<file path="config.mk">
export PLATFORM = sky130hd
export DESIGN_NAME = itsm_timer
export DESIGN_NICKNAME = d
export VERILOG_FILES = /design/src/hdl/itsm_pkg.sv /design/src/hdl/itsm_timer.sv /design/src/hdl/itsm_cost.sv
export SDC_FILE = /design/constraint.sdc
export NUM_CORES = 1
export LEC_CHECK = 0
export BUFFER_PORTS_ARGS = -buffer_cell sky130_fd_sc_hd__buf_4
export CAP_MARGIN = 20
export CORE_UTILIZATION = 50
export DETAILED_ROUTE_END_ITERATION = 16
export PLACE_DENSITY = 0.69
export SLEW_MARGIN = 10
export SYNTH_ARGS = -nofsm -noshare
export SYNTH_HDL_FRONTEND = slang
export SYNTH_SLANG_ARGS = --single-unit
</file>
<file path="constraint.sdc">
create_clock -name sys_clk -period 8.8 [get_ports sys_clk]
set_input_delay 1.76 -clock sys_clk [delete_from_list [all_inputs] [get_ports sys_clk]]
set_output_delay 1.76 -clock sys_clk [all_outputs]
set_load 0.02 [all_outputs]
</file>
<file path="src/hdl/itsm_pkg.sv">
package itsm_pkg;
  // Widths of counts, per-cycle costs, wait field and totals
  localparam int ITSM_NCLS = 6;
  localparam int ITSM_CNT_W = 4;
  localparam int ITSM_COST_W = 5;
  localparam int ITSM_WAIT_W = 3;
  localparam int ITSM_TOT_W = 12;

  // Cycle classes, walked in this order during an instruction
  typedef enum logic [2:0] {
    CLS_FETCH = 3'h0,
    CLS_BRANCH = 3'h1,
    CLS_STACK = 3'h2,
    CLS_BYTE = 3'h3,
    CLS_WORD = 3'h4,
    CLS_INTOP = 3'h5
  } itsm_cls_e;

  localparam logic [2:0] ITSM_CLS_NONE = 3'h6;

  // Access targets
  typedef enum logic [2:0] {
    TGT_ONCHIP = 3'h0,
    TGT_SUP8 = 3'h1,
    TGT_SUP16 = 3'h2,
    TGT_EXT8_2 = 3'h3,
    TGT_EXT8_3 = 3'h4,
    TGT_EXT16_2 = 3'h5,
    TGT_EXT16_3 = 3'h6
  } itsm_tgt_e;

  // Instruction selection: explicit counts or a built-in profile
  typedef enum logic [1:0] {
    INSTR_CUSTOM = 2'h0,
    INSTR_BIT_SET = 2'h1,
    INSTR_SUBR_JUMP = 2'h2
  } itsm_instr_e;

  typedef enum logic [1:0] {
    ST_IDLE = 2'h0,
    ST_CALC = 2'h1,
    ST_RUN = 2'h2
  } itsm_state_e;

  // States per cycle
  localparam logic [4:0] COST_ONCHIP = 5'h02;
  localparam logic [4:0] COST_INTERNAL = 5'h01;
  localparam logic [4:0] COST_SUP8_BYTE = 5'h03;
  localparam logic [4:0] COST_SUP8_WORD = 5'h06;
  localparam logic [4:0] COST_SUP16 = 5'h03;
  localparam logic [4:0] COST_EXT8_2_BYTE = 5'h02;
  localparam logic [4:0] COST_EXT8_2_WORD = 5'h04;
  localparam logic [4:0] COST_EXT8_3_BYTE = 5'h03;
  localparam logic [4:0] COST_EXT8_3_WORD = 5'h06;
  localparam logic [4:0] COST_EXT16_2 = 5'h02;
  localparam logic [4:0] COST_EXT16_3 = 5'h03;

  // Built-in instruction profiles
  localparam logic [3:0] BITSET_FETCH_CNT = 4'h2;
  localparam logic [3:0] BITSET_BYTE_CNT = 4'h2;
  localparam logic [3:0] SUBJ_FETCH_CNT = 4'h2;
  localparam logic [3:0] SUBJ_BRANCH_CNT = 4'h2;
  localparam logic [3:0] SUBJ_STACK_CNT = 4'h2;
endpackage : itsm_pkg

</file>
<file path="src/hdl/itsm_timer.sv">
`timescale 1ns/1ps
// Functional notes
// - Every cycle belongs to one of six classes
// - Total equals sum of count times cost
// - On-chip access two states, internal one
// - Supporting module costs by path width
// - 8-bit external bus costs with waits
// - 16-bit external bus costs with waits
// - Bit-set: two fetches, two byte accesses
module itsm_timer import itsm_pkg::*; (
  input wire logic sys_clk,
  input wire logic resetn,
  input wire logic start,
  input wire itsm_instr_e instr_sel,
  input wire logic [ITSM_CNT_W-1:0] cnt_fetch,
  input wire logic [ITSM_CNT_W-1:0] cnt_branch,
  input wire logic [ITSM_CNT_W-1:0] cnt_stack,
  input wire logic [ITSM_CNT_W-1:0] cnt_byte,
  input wire logic [ITSM_CNT_W-1:0] cnt_word,
  input wire logic [ITSM_CNT_W-1:0] cnt_intop,
  input wire itsm_tgt_e tgt_fetch,
  input wire itsm_tgt_e tgt_branch,
  input wire itsm_tgt_e tgt_stack,
  input wire itsm_tgt_e tgt_data,
  input wire logic [ITSM_WAIT_W-1:0] wait_m,
  output logic busy_q,
  output logic done_q,
  output logic [ITSM_TOT_W-1:0] total_q,
  output logic [ITSM_TOT_W-1:0] elapsed_q,
  output logic [2:0] cls_q
);
  itsm_state_e state_q;
  logic [ITSM_CNT_W-1:0] cnt_q [ITSM_NCLS];
  itsm_tgt_e tgt_q [4];
  logic [ITSM_WAIT_W-1:0] wait_q;
  logic [ITSM_COST_W-1:0] cost_w [ITSM_NCLS];
  logic [ITSM_NCLS-1:0] nz;
  logic [ITSM_CNT_W-1:0] rem_q;
  logic [ITSM_COST_W-1:0] st_q;
  logic [ITSM_TOT_W-1:0] sum_d;
  logic [2:0] first_cls;
  logic [2:0] next_cls_w;
  logic last_state;
  logic [ITSM_COST_W-1:0] cur_cost;

  // Lowest class at or above from that still has cycles to run
  function automatic logic [2:0] next_cls(input logic [2:0] from,
                                          input logic [ITSM_NCLS-1:0] live);
    next_cls = ITSM_CLS_NONE;
    for (int k = ITSM_NCLS - 1; k >= 0; k--) begin
      if (3'(k) >= from && live[k]) begin
        next_cls = 3'(k);
      end
    end
  endfunction : next_cls

  // One cost lookup per class; fetch, branch and stack use their own targets, byte, word and internal share the data target
  for (genvar g = 0; g < ITSM_NCLS; g++) begin : g_cls
    itsm_cost u_cost (
      .cls(itsm_cls_e'(3'(g))),
      .tgt(tgt_q[(g < 3) ? g : 3]),
      .wait_m(wait_q),
      .cost(cost_w[g])
    );
    assign nz[g] = |cnt_q[g];
  end

  // Weighted sum of all classes
  always_comb begin
    sum_d = '0;
    for (int k = 0; k < ITSM_NCLS; k++) begin
      sum_d = sum_d + ITSM_TOT_W'(cnt_q[k]) * ITSM_TOT_W'(cost_w[k]);
    end
  end

  assign first_cls = next_cls(3'h0, nz);
  assign next_cls_w = next_cls(cls_q + 3'h1, nz);
  assign cur_cost = cost_w[(cls_q < 3'(ITSM_NCLS)) ? cls_q : 3'h0];
  assign last_state = (st_q == cur_cost - 5'h01);

  // Latch counts and targets at start so the walk sees a stable profile
  always_ff @(posedge sys_clk or negedge resetn) begin
    if (!resetn) begin
      for (int k = 0; k < ITSM_NCLS; k++) cnt_q[k] <= '0;
      for (int k = 0; k < 4; k++) tgt_q[k] <= TGT_ONCHIP;
      wait_q <= '0;
    end else if (start && state_q == ST_IDLE) begin
      unique case (instr_sel)
        INSTR_BIT_SET: begin
          cnt_q <= '{BITSET_FETCH_CNT, 4'h0, 4'h0, BITSET_BYTE_CNT, 4'h0, 4'h0};
        end
        INSTR_SUBR_JUMP: begin
          cnt_q <= '{SUBJ_FETCH_CNT, SUBJ_BRANCH_CNT, SUBJ_STACK_CNT, 4'h0, 4'h0, 4'h0};
        end
        default: begin
          cnt_q <= '{cnt_fetch, cnt_branch, cnt_stack, cnt_byte, cnt_word, cnt_intop};
        end
      endcase
      tgt_q <= '{tgt_fetch, tgt_branch, tgt_stack, tgt_data};
      wait_q <= wait_m;
    end
  end

  // Sequencer: idle, one cycle to form the total, then one clock per state
  always_ff @(posedge sys_clk or negedge resetn) begin
    if (!resetn) begin
      state_q <= ST_IDLE;
      cls_q <= ITSM_CLS_NONE;
      rem_q <= '0;
      st_q <= '0;
      done_q <= 1'b0;
      busy_q <= 1'b0;
    end else begin
      done_q <= 1'b0;
      unique case (state_q)
        ST_IDLE: begin
          if (start) begin
            state_q <= ST_CALC;
            busy_q <= 1'b1;
          end
        end
        ST_CALC: begin
          st_q <= '0;
          cls_q <= first_cls;
          rem_q <= cnt_q[(first_cls < 3'(ITSM_NCLS)) ? first_cls : 3'h0];
          if (first_cls == ITSM_CLS_NONE) begin
            state_q <= ST_IDLE; // Empty profile ends at once
            busy_q <= 1'b0;
            done_q <= 1'b1;
          end else begin
            state_q <= ST_RUN;
          end
        end
        ST_RUN: begin
          if (!last_state) begin
            st_q <= st_q + 5'h01;
          end else begin
            st_q <= '0;
            if (rem_q != 4'h1) begin
              rem_q <= rem_q - 4'h1;
            end else if (next_cls_w == ITSM_CLS_NONE) begin
              state_q <= ST_IDLE;
              cls_q <= ITSM_CLS_NONE;
              busy_q <= 1'b0;
              done_q <= 1'b1;
            end else begin
              cls_q <= next_cls_w;
              rem_q <= cnt_q[next_cls_w];
            end
          end
        end
        default: state_q <= ST_IDLE; // Code 3 never used
      endcase
    end
  end

  // Total is formed once per instruction and held until the next start
  always_ff @(posedge sys_clk or negedge resetn) begin
    if (!resetn) begin
      total_q <= '0;
    end else if (state_q == ST_CALC) begin
      total_q <= sum_d;
    end
  end

  // Elapsed states, cleared on start, one per clock while walking
  always_ff @(posedge sys_clk or negedge resetn) begin
    if (!resetn) begin
      elapsed_q <= '0;
    end else if (state_q == ST_IDLE && start) begin
      elapsed_q <= '0;
    end else if (state_q == ST_RUN) begin
      elapsed_q <= elapsed_q + 12'h001;
    end
  end
endmodule : itsm_timer

</file>
<file path="src/hdl/itsm_cost.sv">
`timescale 1ns/1ps
// States taken by one cycle of a class on a target
module itsm_cost import itsm_pkg::*; (
  input wire itsm_cls_e cls,
  input wire itsm_tgt_e tgt,
  input wire logic [ITSM_WAIT_W-1:0] wait_m,
  output logic [ITSM_COST_W-1:0] cost
);
  logic [ITSM_COST_W-1:0] m1;
  logic [ITSM_COST_W-1:0] m2;
  logic narrow;

  assign m1 = {2'h0, wait_m};
  assign m2 = {1'b0, wait_m, 1'b0};
  // Only byte data fits one 8-bit transfer; branch and stack reads are word wide
  assign narrow = (cls == CLS_BYTE);

  // Cost table
  always_comb begin
    cost = COST_ONCHIP;
    if (cls == CLS_INTOP) begin
      cost = COST_INTERNAL;
    end else begin
      unique case (tgt)
        TGT_ONCHIP: cost = COST_ONCHIP;
        TGT_SUP8: cost = narrow ? COST_SUP8_BYTE : COST_SUP8_WORD;
        TGT_SUP16: cost = COST_SUP16;
        TGT_EXT8_2: cost = narrow ? COST_EXT8_2_BYTE : COST_EXT8_2_WORD;
        TGT_EXT8_3: cost = narrow ? COST_EXT8_3_BYTE + m1 : COST_EXT8_3_WORD + m2;
        TGT_EXT16_2: cost = COST_EXT16_2;
        TGT_EXT16_3: cost = COST_EXT16_3 + m1;
        default: cost = COST_ONCHIP; // Code 7 unused, treated as on-chip
      endcase
    end
  end
endmodule : itsm_cost

</file>
-- Word level (Yosys, flattened, before mapping)
Index checks and enable logic that the tools add are counted.
W data, S select, Z words.
- equal/unequal tests: 34
- div/mod/pow operators: 0
- $lt $le $gt $ge: 11
- multiplexer cells: 58
- reductions and logical operators: 23
- $mul: 5
- add/sub/neg operators: 12
- shifts and indexed selects: 0
- bitwise gates (word level): 3
- operators by type and width (cell ; number):
    $pmux W5 S5 ; 4
    $pmux W24 S2 ; 1
    $mul A4 B5 Y9 ; 5
    $mux W3 ; 13
    $eq A3 B3 Y1 const B ; 10
    $mux W4 ; 7
    $bmux W4 S3 ; 2
    $eq A3 B2 Y1 const B ; 8
    $mux W12 ; 2
    $reduce_or A4 Y1 ; 6
    $pmux W5 S2 ; 2
    $mux W2 ; 9
    $bmux W5 S3 ; 1
    $mux W5 ; 3
    $add A11 B9 Y12 ; 1
    $add A12 B1 Y12 const B ; 1
    $add A12 B4 Y12 ; 1
    $add A12 B9 Y12 ; 1
    $eq A3 B1 Y1 const B ; 4
    $ge A4 B4 Y1 const B ; 3
    $not A3 Y4 ; 3
    $add A10 B9 Y11 ; 1
    $add A9 B9 Y10 ; 1
    $ne A2 B2 Y1 const B ; 5
    other kinds (29) ; 52
- latch bits: 0
- bits in writable memories: 0
- output and inout bits: 29
- input port bits: 44
- memory bits (read-only): 0
- memories kept: 0
- register bits after elaboration: 79

-- Depth between registers and ports, before layout
Gate-level depths: netlist (run 1).
- depth after elaboration: 17
- gate-level depth with buffers: 29

-- By module
Synthesis (run 1) repeated with hierarchy kept, for this count alone.
- cell total of the unflattened synthesis: 1207
- area total of the unflattened synthesis: 10592.7 µm²
- by module, submodules not included (module ; seq. area each (µm²) ; cells an instance ; area an instance (µm²) ; times used):
    itsm_timer ; 1979.4 ; 979 ; 8911.0 ; 1
    itsm_cost ; 0.0 ; 38 ; 280.3 ; 6

-- Least setup slack after synthesis (run 1)
OpenSTA, ideal clock, no wires.
- path type: register -> register
- start: register wait_q[0]
- end: register total_q[9]
- data required time: 8.675 ns
- setup slack: 1.612 ns
- stages on the path, launching flop included: 26
- arrival: 7.063 ns
- clock period less this slack: 7.188 ns
- setup time: 0.125 ns
- cells stage by stage: dfrtp_1 > clkbuf_1 > inv_1 > ha_1 > or4b_1 > o211ai_1 > nand2_1 > fa_1 > fa_1 > inv_1 > fa_1 > fa_1 > fa_1 > fa_1 > inv_1 > fa_1 > inv_1 > ha_1 > a21o_1 > a21oi_1 > o21bai_1 > a21oi_1 > o21bai_1 > a21oi_1 > xnor2_1 > mux2_2
- word-level cells in the longest chain between the ends: 8
- elaborated cells on any way between the ends: 17
- those cells by class: 7 x add/sub; 5 x mul; 5 x mux
- ends and longest elaborated chain (what ; RTL line ; text):
    start: declaration ; itsm_timer.sv:35 ; logic [ITSM_WAIT_W-1:0] wait_q;
    start signal: assignment ; itsm_timer.sv:100 ; wait_q <= wait_m;
    $add A3 B4 Y5 / $add A2 B3 Y4 (equally long branches) ; itsm_cost.sv:29, itsm_cost.sv:31 ;
    $pmux W5 S5 ; itsm_cost.sv:24 ; unique case (tgt)
    $mul A4 B5 Y9 ; itsm_timer.sv:72 ; sum_d = sum_d + ITSM_TOT_W'(cnt_q[k]) * ITSM_TOT_W'(cost_w[k]);
    $add A9 B9 Y10 ; itsm_timer.sv:72 ;
    $add A10 B9 Y11 ; itsm_timer.sv:72 ;
    $add A11 B9 Y12 ; itsm_timer.sv:72 ;
    $add A12 B9 Y12 * ; itsm_timer.sv:72 ;
    $add A12 B4 Y12 * ; itsm_timer.sv:72 ;
    end signal: assignment ; itsm_timer.sv:162 ; total_q <= sum_d;
    end: declaration ; itsm_timer.sv:28 ; output logic [ITSM_TOT_W-1:0] total_q,
Mark *: on every way between the ends. The rest lies on a longest branch, timed or not.
A chain may end at the register's enable or synchronous reset.

-- Worst setup path after layout (run 1)
Same ends and word-level chain as after synthesis.

==> key figures, run 1 <==
Status
  – Status: finished clean

STA
  – Fin crit share: 0.875
  – Fin crit period: 7.70 ns
  – Slew at the pin with the worst max-slew slack: 1.02 ns
  – Max-slew violation count: 0
  – # setup viols final: 0
  – RSZ-0062 raised after global routing: no
  – Slew HR: 0.320
  – Fin Setup TNS: 0 ns
  – Final Hold Fails: 0
  – Fmax: 130 MHz
  – Worst Skew: 0.0137 ns

Drt
  – DR vias/cell: 5.73
  – Residual DRC: 0
  – Vias: 7167
  – WL/cell: 17.3 um
  – DR iter-0 viols: 440
  – Routed wire length: 21.6 mm
  – DRT antenna net count: 0
  – TritonRoute pass-1 iters: 5

Synthesis
  – Synthesized Nets: 1170
  – Synth Area per Inst: 8.93 sq um
  – Prevailing post-synth register cell: dfrtp_1
  – Fraction of registers with async set/reset: 1.00
  – Synthesis-stage register bit count: 79
  – Synth cell types: 89
  – Yosys synthesis warning count: 0
  – Synthesized instance count: 980
  – Netlist Area Pre-Place: 8750 sq um
  – Sequential area share after synthesis: 0.226
  – Number of enable flip-flop cells after synthesis: 0

Global route
  – Congestion Overflow GR: 0
  – Wire length of the first global-routing pass: 36.1 mm
  – Vias in the first global route: 7119
  – Largest net degree at the start of global routing: 71
  – Global Route Usage Sum: 0.257
  – Initial antenna violation count: 0

Place
  – Buffers on Ports: 72
  – HPWL after DPL: 17.1 mm
  – GP Congestion: 0.886

Flow run
  – Max Cap Viol: 0

Hold path
  – Hold Path Class: reg2reg
  – Worst hold path depth: 1
  – Hold EP: total_q[1]
  – Hold path startpoint: total_q[1]

Setup path
  – R2R Path End: total_q[9]
  – Critical Path Sink Type: register
  – Worst endpoint data arrival time: 7.93 ns
  – Cell depth of the worst flop-to-flop path: 24
  – R2R setup slack: 1.10 ns
  – Max incr delay on CP: 0.65 ns
  – Most used cell along the critical path: fa_1
  – CP cell instances: inv_1 > ha_1 > or4b_1 > o211ai_1 > nand2_1 > fa_1 > fa_1 > inv_1 > fa_1 > fa_1 > fa_1 > fa_1 > inv_1 > fa_1 > inv_1 > ha_1 > a21o_1 > a21oi_1 > o21bai_1 > a21oi_1 > o21bai_1 > a21oi_1 > xnor2_1 > mux2_2
  – Crit Path Class: reg2reg
  – Buffers and inverters on the worst path: 4
  – Worst path slowest cell: dfrtp_1
  – Family with the most delay on the worst path: adder cells
  – Crit path launch type: register
  – Crit-path max FO: 16
  – CP Data Required Time: 9.03 ns
  – Reg-to-reg startpoint: wait_q[0]

Clock tree
  – Clock transition at the registers of the reported paths: 0.07 ns
  – Root Buffer: clkbuf_16
  – Clk sinks: 79
  – Number of H-tree levels: 3
  – Latest clock arrival within the worst-skew pair: 0.35 ns
  – Worst-case clock buffer depth: 2
  – CTS tree: done
  – Post-CTS Resized: 0
  – Post CTS Setup Buffer Count: 0
  – CTS Buf Count: 9
  – CTS Hold Bufs: 0

Power and ir drop
  – Worst vdd ir: 88.8 uV
  – Pwr per Cell Area: 86.0 nW/um^2
  – Leak Pwr: 4.72 nW

Cells and area
  – Fillers: 1592
  – Share of cells above drive strength 1: 0.129
  – Leading cell type in the layout, fill and taps excluded: inv_1
  – ANT cells: 0
  – Final core occ: 0.568
  – Final nets: 1211
  – Most frequent cells in the layout: 135 x inv_1, 129 x nand2_1, 84 x fa_1
  – Layout area overhead: 11.4%

Floorplanning
  – Row cnt: 48
  – Ports: 73
  – Die span in y: 134 um
  – Starting Density: 0.510
  – Die X: 134 um
  – Die ar.: 18000 sq um
  – Core region area: 17200 sq um
==> Yosys cell counts, types with 5 or more instances <==
master    number  area share
a211oi_1       9      0.0077
a21o_1         5      0.0043
a21oi_1       30       0.017
a22oi_1        5      0.0043
and2_1        49       0.035
and3_1        15       0.011
buf_1          7      0.0030
buf_2          5      0.0029
clkbuf_1      29       0.012
dfrtp_1       77        0.22
fa_1          84        0.19
ha_1          62       0.089
inv_1        135       0.058
mux2_2        10       0.013
mux2i_1       19       0.022
nand2_1      129       0.055
nand2b_1      15       0.011
nand3_1       35       0.020
nand3b_1       9      0.0077
nor2_1        38       0.016
nor2b_1       18       0.013
nor3_1        12      0.0069
nor4_1         6      0.0043
o211ai_1       7      0.0060
o21ai_0       27       0.015
o21bai_1       5      0.0043
o22ai_1        5      0.0036
xnor2_1       13       0.013
xor2_1        13       0.013
==> flip-flops by register name (all words and copies together) (netlist names), 3 cells and up <==
signal     count
cls_q          3
cnt_q         24
elapsed_q     12
rem_q          4
st_q           5
tgt_q         12
total_q       12
wait_q         3
==> per-stage QoR <==
step / hold WS, ns / cell area, sq um / instances / setup WS, ns / total power, mW
6_report: 0.513 / 9750 / 1251 / 1.10 / 0.839
2_1_floorplan: 0.512 / 8750 / 980 / 1.61 / 0.375
4_1_cts: 0.518 / 9740 / 1250 / 1.14 / 0.849
3_3_place_gp: 0.491 / 9390 / 1234 / 1.35 / 0.398
5_1_grt: 0.526 / 9750 / 1251 / 0.702 / 0.865
3_5_place_dp: 0.502 / 9390 / 1234 / 1.17 / 0.398
==> layer usage <==
layer | vias to the layer above | GRT usage | wire, um
li1 | 3344 | - | -
met1 | 3549 | 0.367 | 9630
met2 | 234 | 0.398 | 10200
met3 | 40 | 0.0408 | 1290
met4 | 0 | 0.0911 | 532
met5 | - | 0 | 0
==> area by class of cell <==
cell class | instances | area (sq um) | share of cell area
clock buffers | 9 | 225 | 0.0231
clock inverters | 7 | 126 | 0.0130
inverters | 136 | 510 | 0.0523
multi-input cells | 719 | 6050 | 0.620
flip-flops and latches | 79 | 1980 | 0.203
well taps | 225 | 282 | 0.0289
repair buffers | 76 | 578 | 0.0593
==> logic make-up after synthesis <==
family	synth area share
and+or+nand+nor	0.211
muxes	0.0410
buffers and inverters	0.0826
DFF	0.226
adders and majority gates	0.281
AOI/OAI and AO/OA	0.130
xor gates and xnor gates	0.0279
==> worst max path at each step <==
stage                     startpoint     endpoint  slack (ns)  cells past startpoint
final                      wait_q[0]   total_q[9]        1.10                     24
after global routing       wait_q[0]  total_q[11]        0.70                     25
after CTS                  wait_q[0]   total_q[9]        1.14                     24
after detailed placement   wait_q[0]   total_q[9]        1.17                     24
after global placement     wait_q[0]   total_q[9]        1.35                     24
after floorplan            wait_q[0]   total_q[9]        1.61                     25
==> where the power goes <==
part           internal (mW)  switching (mW)  leakage, nW  total [mW]
sequential             0.363               0        0.987       0.363
combinational         0.0140          0.0136         3.56      0.0276
clock                  0.281           0.167        0.169       0.448
==> worst reg2reg max path, delay by kind of cell, from the launching register on <==
family / cells / cell delay (ns)
compound gates: 7 / 1.29
flops: 1 / 0.65
xor+xnor: 1 / 0.11
mux: 1 / 0.26
buf+inv: 4 / 0.27
fa+ha+maj: 9 / 4.37
simple gates: 2 / 0.65
(Power assumes the default switching activity.)
==> inputs of run 2 (changes only) <==
--- a/config.mk
+++ b/config.mk
@@ -5,11 +5,11 @@
 export SDC_FILE = /design/constraint.sdc
 export NUM_CORES = 1
 export LEC_CHECK = 0
-export BUFFER_PORTS_ARGS = -buffer_cell sky130_fd_sc_hd__buf_4
 export CAP_MARGIN = 20
+export CORE_MARGIN = 2
 export CORE_UTILIZATION = 50
 export DETAILED_ROUTE_END_ITERATION = 16
-export PLACE_DENSITY = 0.69
+export DONT_BUFFER_PORTS = 1
 export SLEW_MARGIN = 10
 export SYNTH_ARGS = -nofsm -noshare
 export SYNTH_HDL_FRONTEND = slang
==> key figures, run 2 (synthesis gave the netlist of run 1 again) <==
Status
  – Status: finished clean (unchanged)

STA
  – Slew HR: 0.311 (was 0.320)
  – Final Hold Fails: 0 (unchanged)
  – Worst Skew: 0.0128 ns (was 0.0137 ns)
  – Fin crit share: 0.869 (was 0.875)
  – Fin Setup TNS: 0 ns (unchanged)
  – Fin crit period: 7.65 ns (was 7.70 ns)
  – # setup viols final: 0 (unchanged)
  – Max-slew violation count: 0 (unchanged)
  – Slew at the pin with the worst max-slew slack: 1.03 ns (was 1.02 ns)
  – Fmax: 131 MHz (was 130 MHz)
  – RSZ-0062 raised after global routing: no (unchanged)

Setup path
  – Crit path launch type: register (unchanged)
  – Most used cell along the critical path: fa_1 (unchanged)
  – Worst path slowest cell: dfrtp_1 (unchanged)
  – Buffers and inverters on the worst path: 4 (unchanged)
  – Worst endpoint data arrival time: 7.85 ns (was 7.93 ns)
  – CP Data Required Time: 9.00 ns (was 9.03 ns)
  – Critical Path Source: wait_q[0] (unchanged)
  – Critical Path Sink Type: register (unchanged)
  – R2R setup slack: 1.15 ns (was 1.10 ns)
  – Crit-path max FO: 16 (unchanged)
  – Crit Path Class: reg2reg (unchanged)
  – Cell depth of the worst flop-to-flop path: 25 (was 24)
  – Reg-to-reg startpoint: wait_q[0] (unchanged)
  – R2R Path End: total_q[11] (was total_q[9])
  – Family with the most delay on the worst path: adder cells (unchanged)
  – Max incr delay on CP: 0.62 ns (was 0.65 ns)

Floorplanning
  – Row cnt: 48 (unchanged)
  – Ports: 73 (unchanged)
  – Die ar.: 18600 sq um (was 18000 sq um)
  – Core region area: 17200 sq um (unchanged)
  – Die X: 136 um (was 134 um)
  – Die span in y: 136 um (was 134 um)
  – Starting Density: 0.510 (unchanged)

Clock tree
  – CTS Hold Bufs: 0 (unchanged)
  – Root Buffer: clkbuf_16 (unchanged)
  – CTS tree: done (unchanged)
  – Post-CTS Resized: 0 (unchanged)
  – Number of H-tree levels: 3 (unchanged)
  – CTS Buf Count: 9 (unchanged)
  – Post CTS Setup Buffer Count: 0 (unchanged)
  – Clock transition at the registers of the reported paths: 0.07 ns (about the same)
  – Latest clock arrival within the worst-skew pair: 0.36 ns (was 0.35 ns)
  – Worst-case clock buffer depth: 2 (unchanged)
  – Clk sinks: 79 (unchanged)

Drt
  – Routed wire length: 21.5 mm (was 21.6 mm)
  – DR iter-0 viols: 500 (was 440)
  – DR vias/cell: 5.66 (was 5.73)
  – Residual DRC: 0 (unchanged)
  – Met3 routed WL: 1.23 mm (was 1.29 mm)
  – Vias: 6672 (was 7167)
  – DRT antenna net count: 0 (unchanged)
  – WL/cell: 18.3 um (was 17.3 um)
  – Metal2 WL: 9.67 mm (was 10.2 mm)
  – TritonRoute pass-1 iters: 5 (unchanged)
  – Top routing layer used: met4 (unchanged)
  – Metal1 wirelength: 10.1 mm (was 9.63 mm)

Place
  – HPWL after DPL: 16.8 mm (was 17.1 mm)
  – Buffers on Ports: 0 (was 72)
  – GP Congestion: 0.922 (was 0.886)

Cells and area
  – ANT cells: 0 (unchanged)
  – Max reg flops: 24 (unchanged)
  – Layout area overhead: 4.55% (was 11.4%)
  – Most flops, register: cnt_q (unchanged)
  – Final nets: 1138 (was 1211)
  – Share of cells above drive strength 1: 0.0619 (was 0.129)
  – Most frequent cells in the layout: 135 x inv_1, 129 x nand2_1, 84 x fa_1 (unchanged)
  – Leading cell type in the layout, fill and taps excluded: inv_1 (unchanged)

Global route
  – Largest net degree at the start of global routing: 80 (was 71)
  – Wire length of the first global-routing pass: 35.6 mm (was 36.1 mm)
  – Vias in the first global route: 6620 (was 7119)
  – Initial antenna violation count: 1 (was 0)
  – Global Route Usage Sum: 0.248 (was 0.257)
  – Congestion Overflow GR: 0 (unchanged)

Flow run
  – Max Cap Viol: 0 (unchanged)

Hold path
  – Hold Path Class: reg2reg (unchanged)
  – Worst hold path depth: 1 (unchanged)
  – Hold path startpoint: state_q[1] (was total_q[1])
  – Hold EP: state_q[1] (was total_q[1])

Power and ir drop
  – Total power: 0.762 mW (was 0.839 mW)
  – Pwr per Cell Area: 83.3 nW/um^2 (was 86.0 nW/um^2)
  – Leak Pwr: 4.34 nW (was 4.72 nW)
  – Worst vdd ir: 83.5 uV (was 88.8 uV)
[run 2: worst max-delay path by stage]
stage | end | slack (ns) | cells after the start
3_3_place_gp | total_q[11] | 1.31 | 25
3_5_place_dp | total_q[11] | 1.17 | 25
5_1_grt | total_q[11] | 0.71 | 25
4_1_cts | total_q[11] | 1.17 | 25
6_report | total_q[11] | 1.15 | 25
2_1_floorplan | total_q[9] | 1.61 | 25
[run 2: worst reg2reg max path, delay by kind of cell, from the launching register on]
family | cells | cell delay, ns
flip-flops | 1 | 0.62
AND/OR/NAND/NOR | 2 | 0.65
AO/OA/AOI/OAI | 10 | 1.53
adder cells (fa/ha/maj) | 9 | 4.43
buffers and inverters | 4 | 0.27
[run 2: layout make-up]
type | instances | area [sq um]
clock buffer | 9 | 225
clock inverter | 7 | 80.1
fill | 1637 | 8030
inverter | 136 | 510
multi-input combinational | 719 | 6050
sequential | 79 | 1980
tap | 225 | 282
timing repair buffer | 3 | 22.5
[run 2: where the power goes]
part | switching, mW | internal [mW] | leakage (nW)
logic | 0.00385 | 0.00185 | 3.20
registers | 0 | 0.363 | 0.987
clock network | 0.169 | 0.224 | 0.148
total | 0.173 | 0.589 | 4.34
[run 2: layer usage]
metal | global-route usage | vias up
li1 | - | 3206
met1 | 0.369 | 3236
met2 | 0.370 | 194
met3 | 0.0425 | 36
met4 | 0.0706 | 0
met5 | 0 | -
[run 2: through the flow]
stage / utilization / cell area [sq um] / cells / setup slack [ns] / hold WS (ns)
detailed placement: 0.515 / 8840 / 1162 / 1.17 / 0.548
floorplan: - / 8750 / 980 / 1.61 / 0.512
global placement: 0.515 / 8840 / 1162 / 1.31 / 0.539
finish: 0.533 / 9150 / 1178 / 1.15 / 0.558
global route: 0.533 / 9150 / 1178 / 0.713 / 0.604
CTS: 0.533 / 9150 / 1178 / 1.17 / 0.564
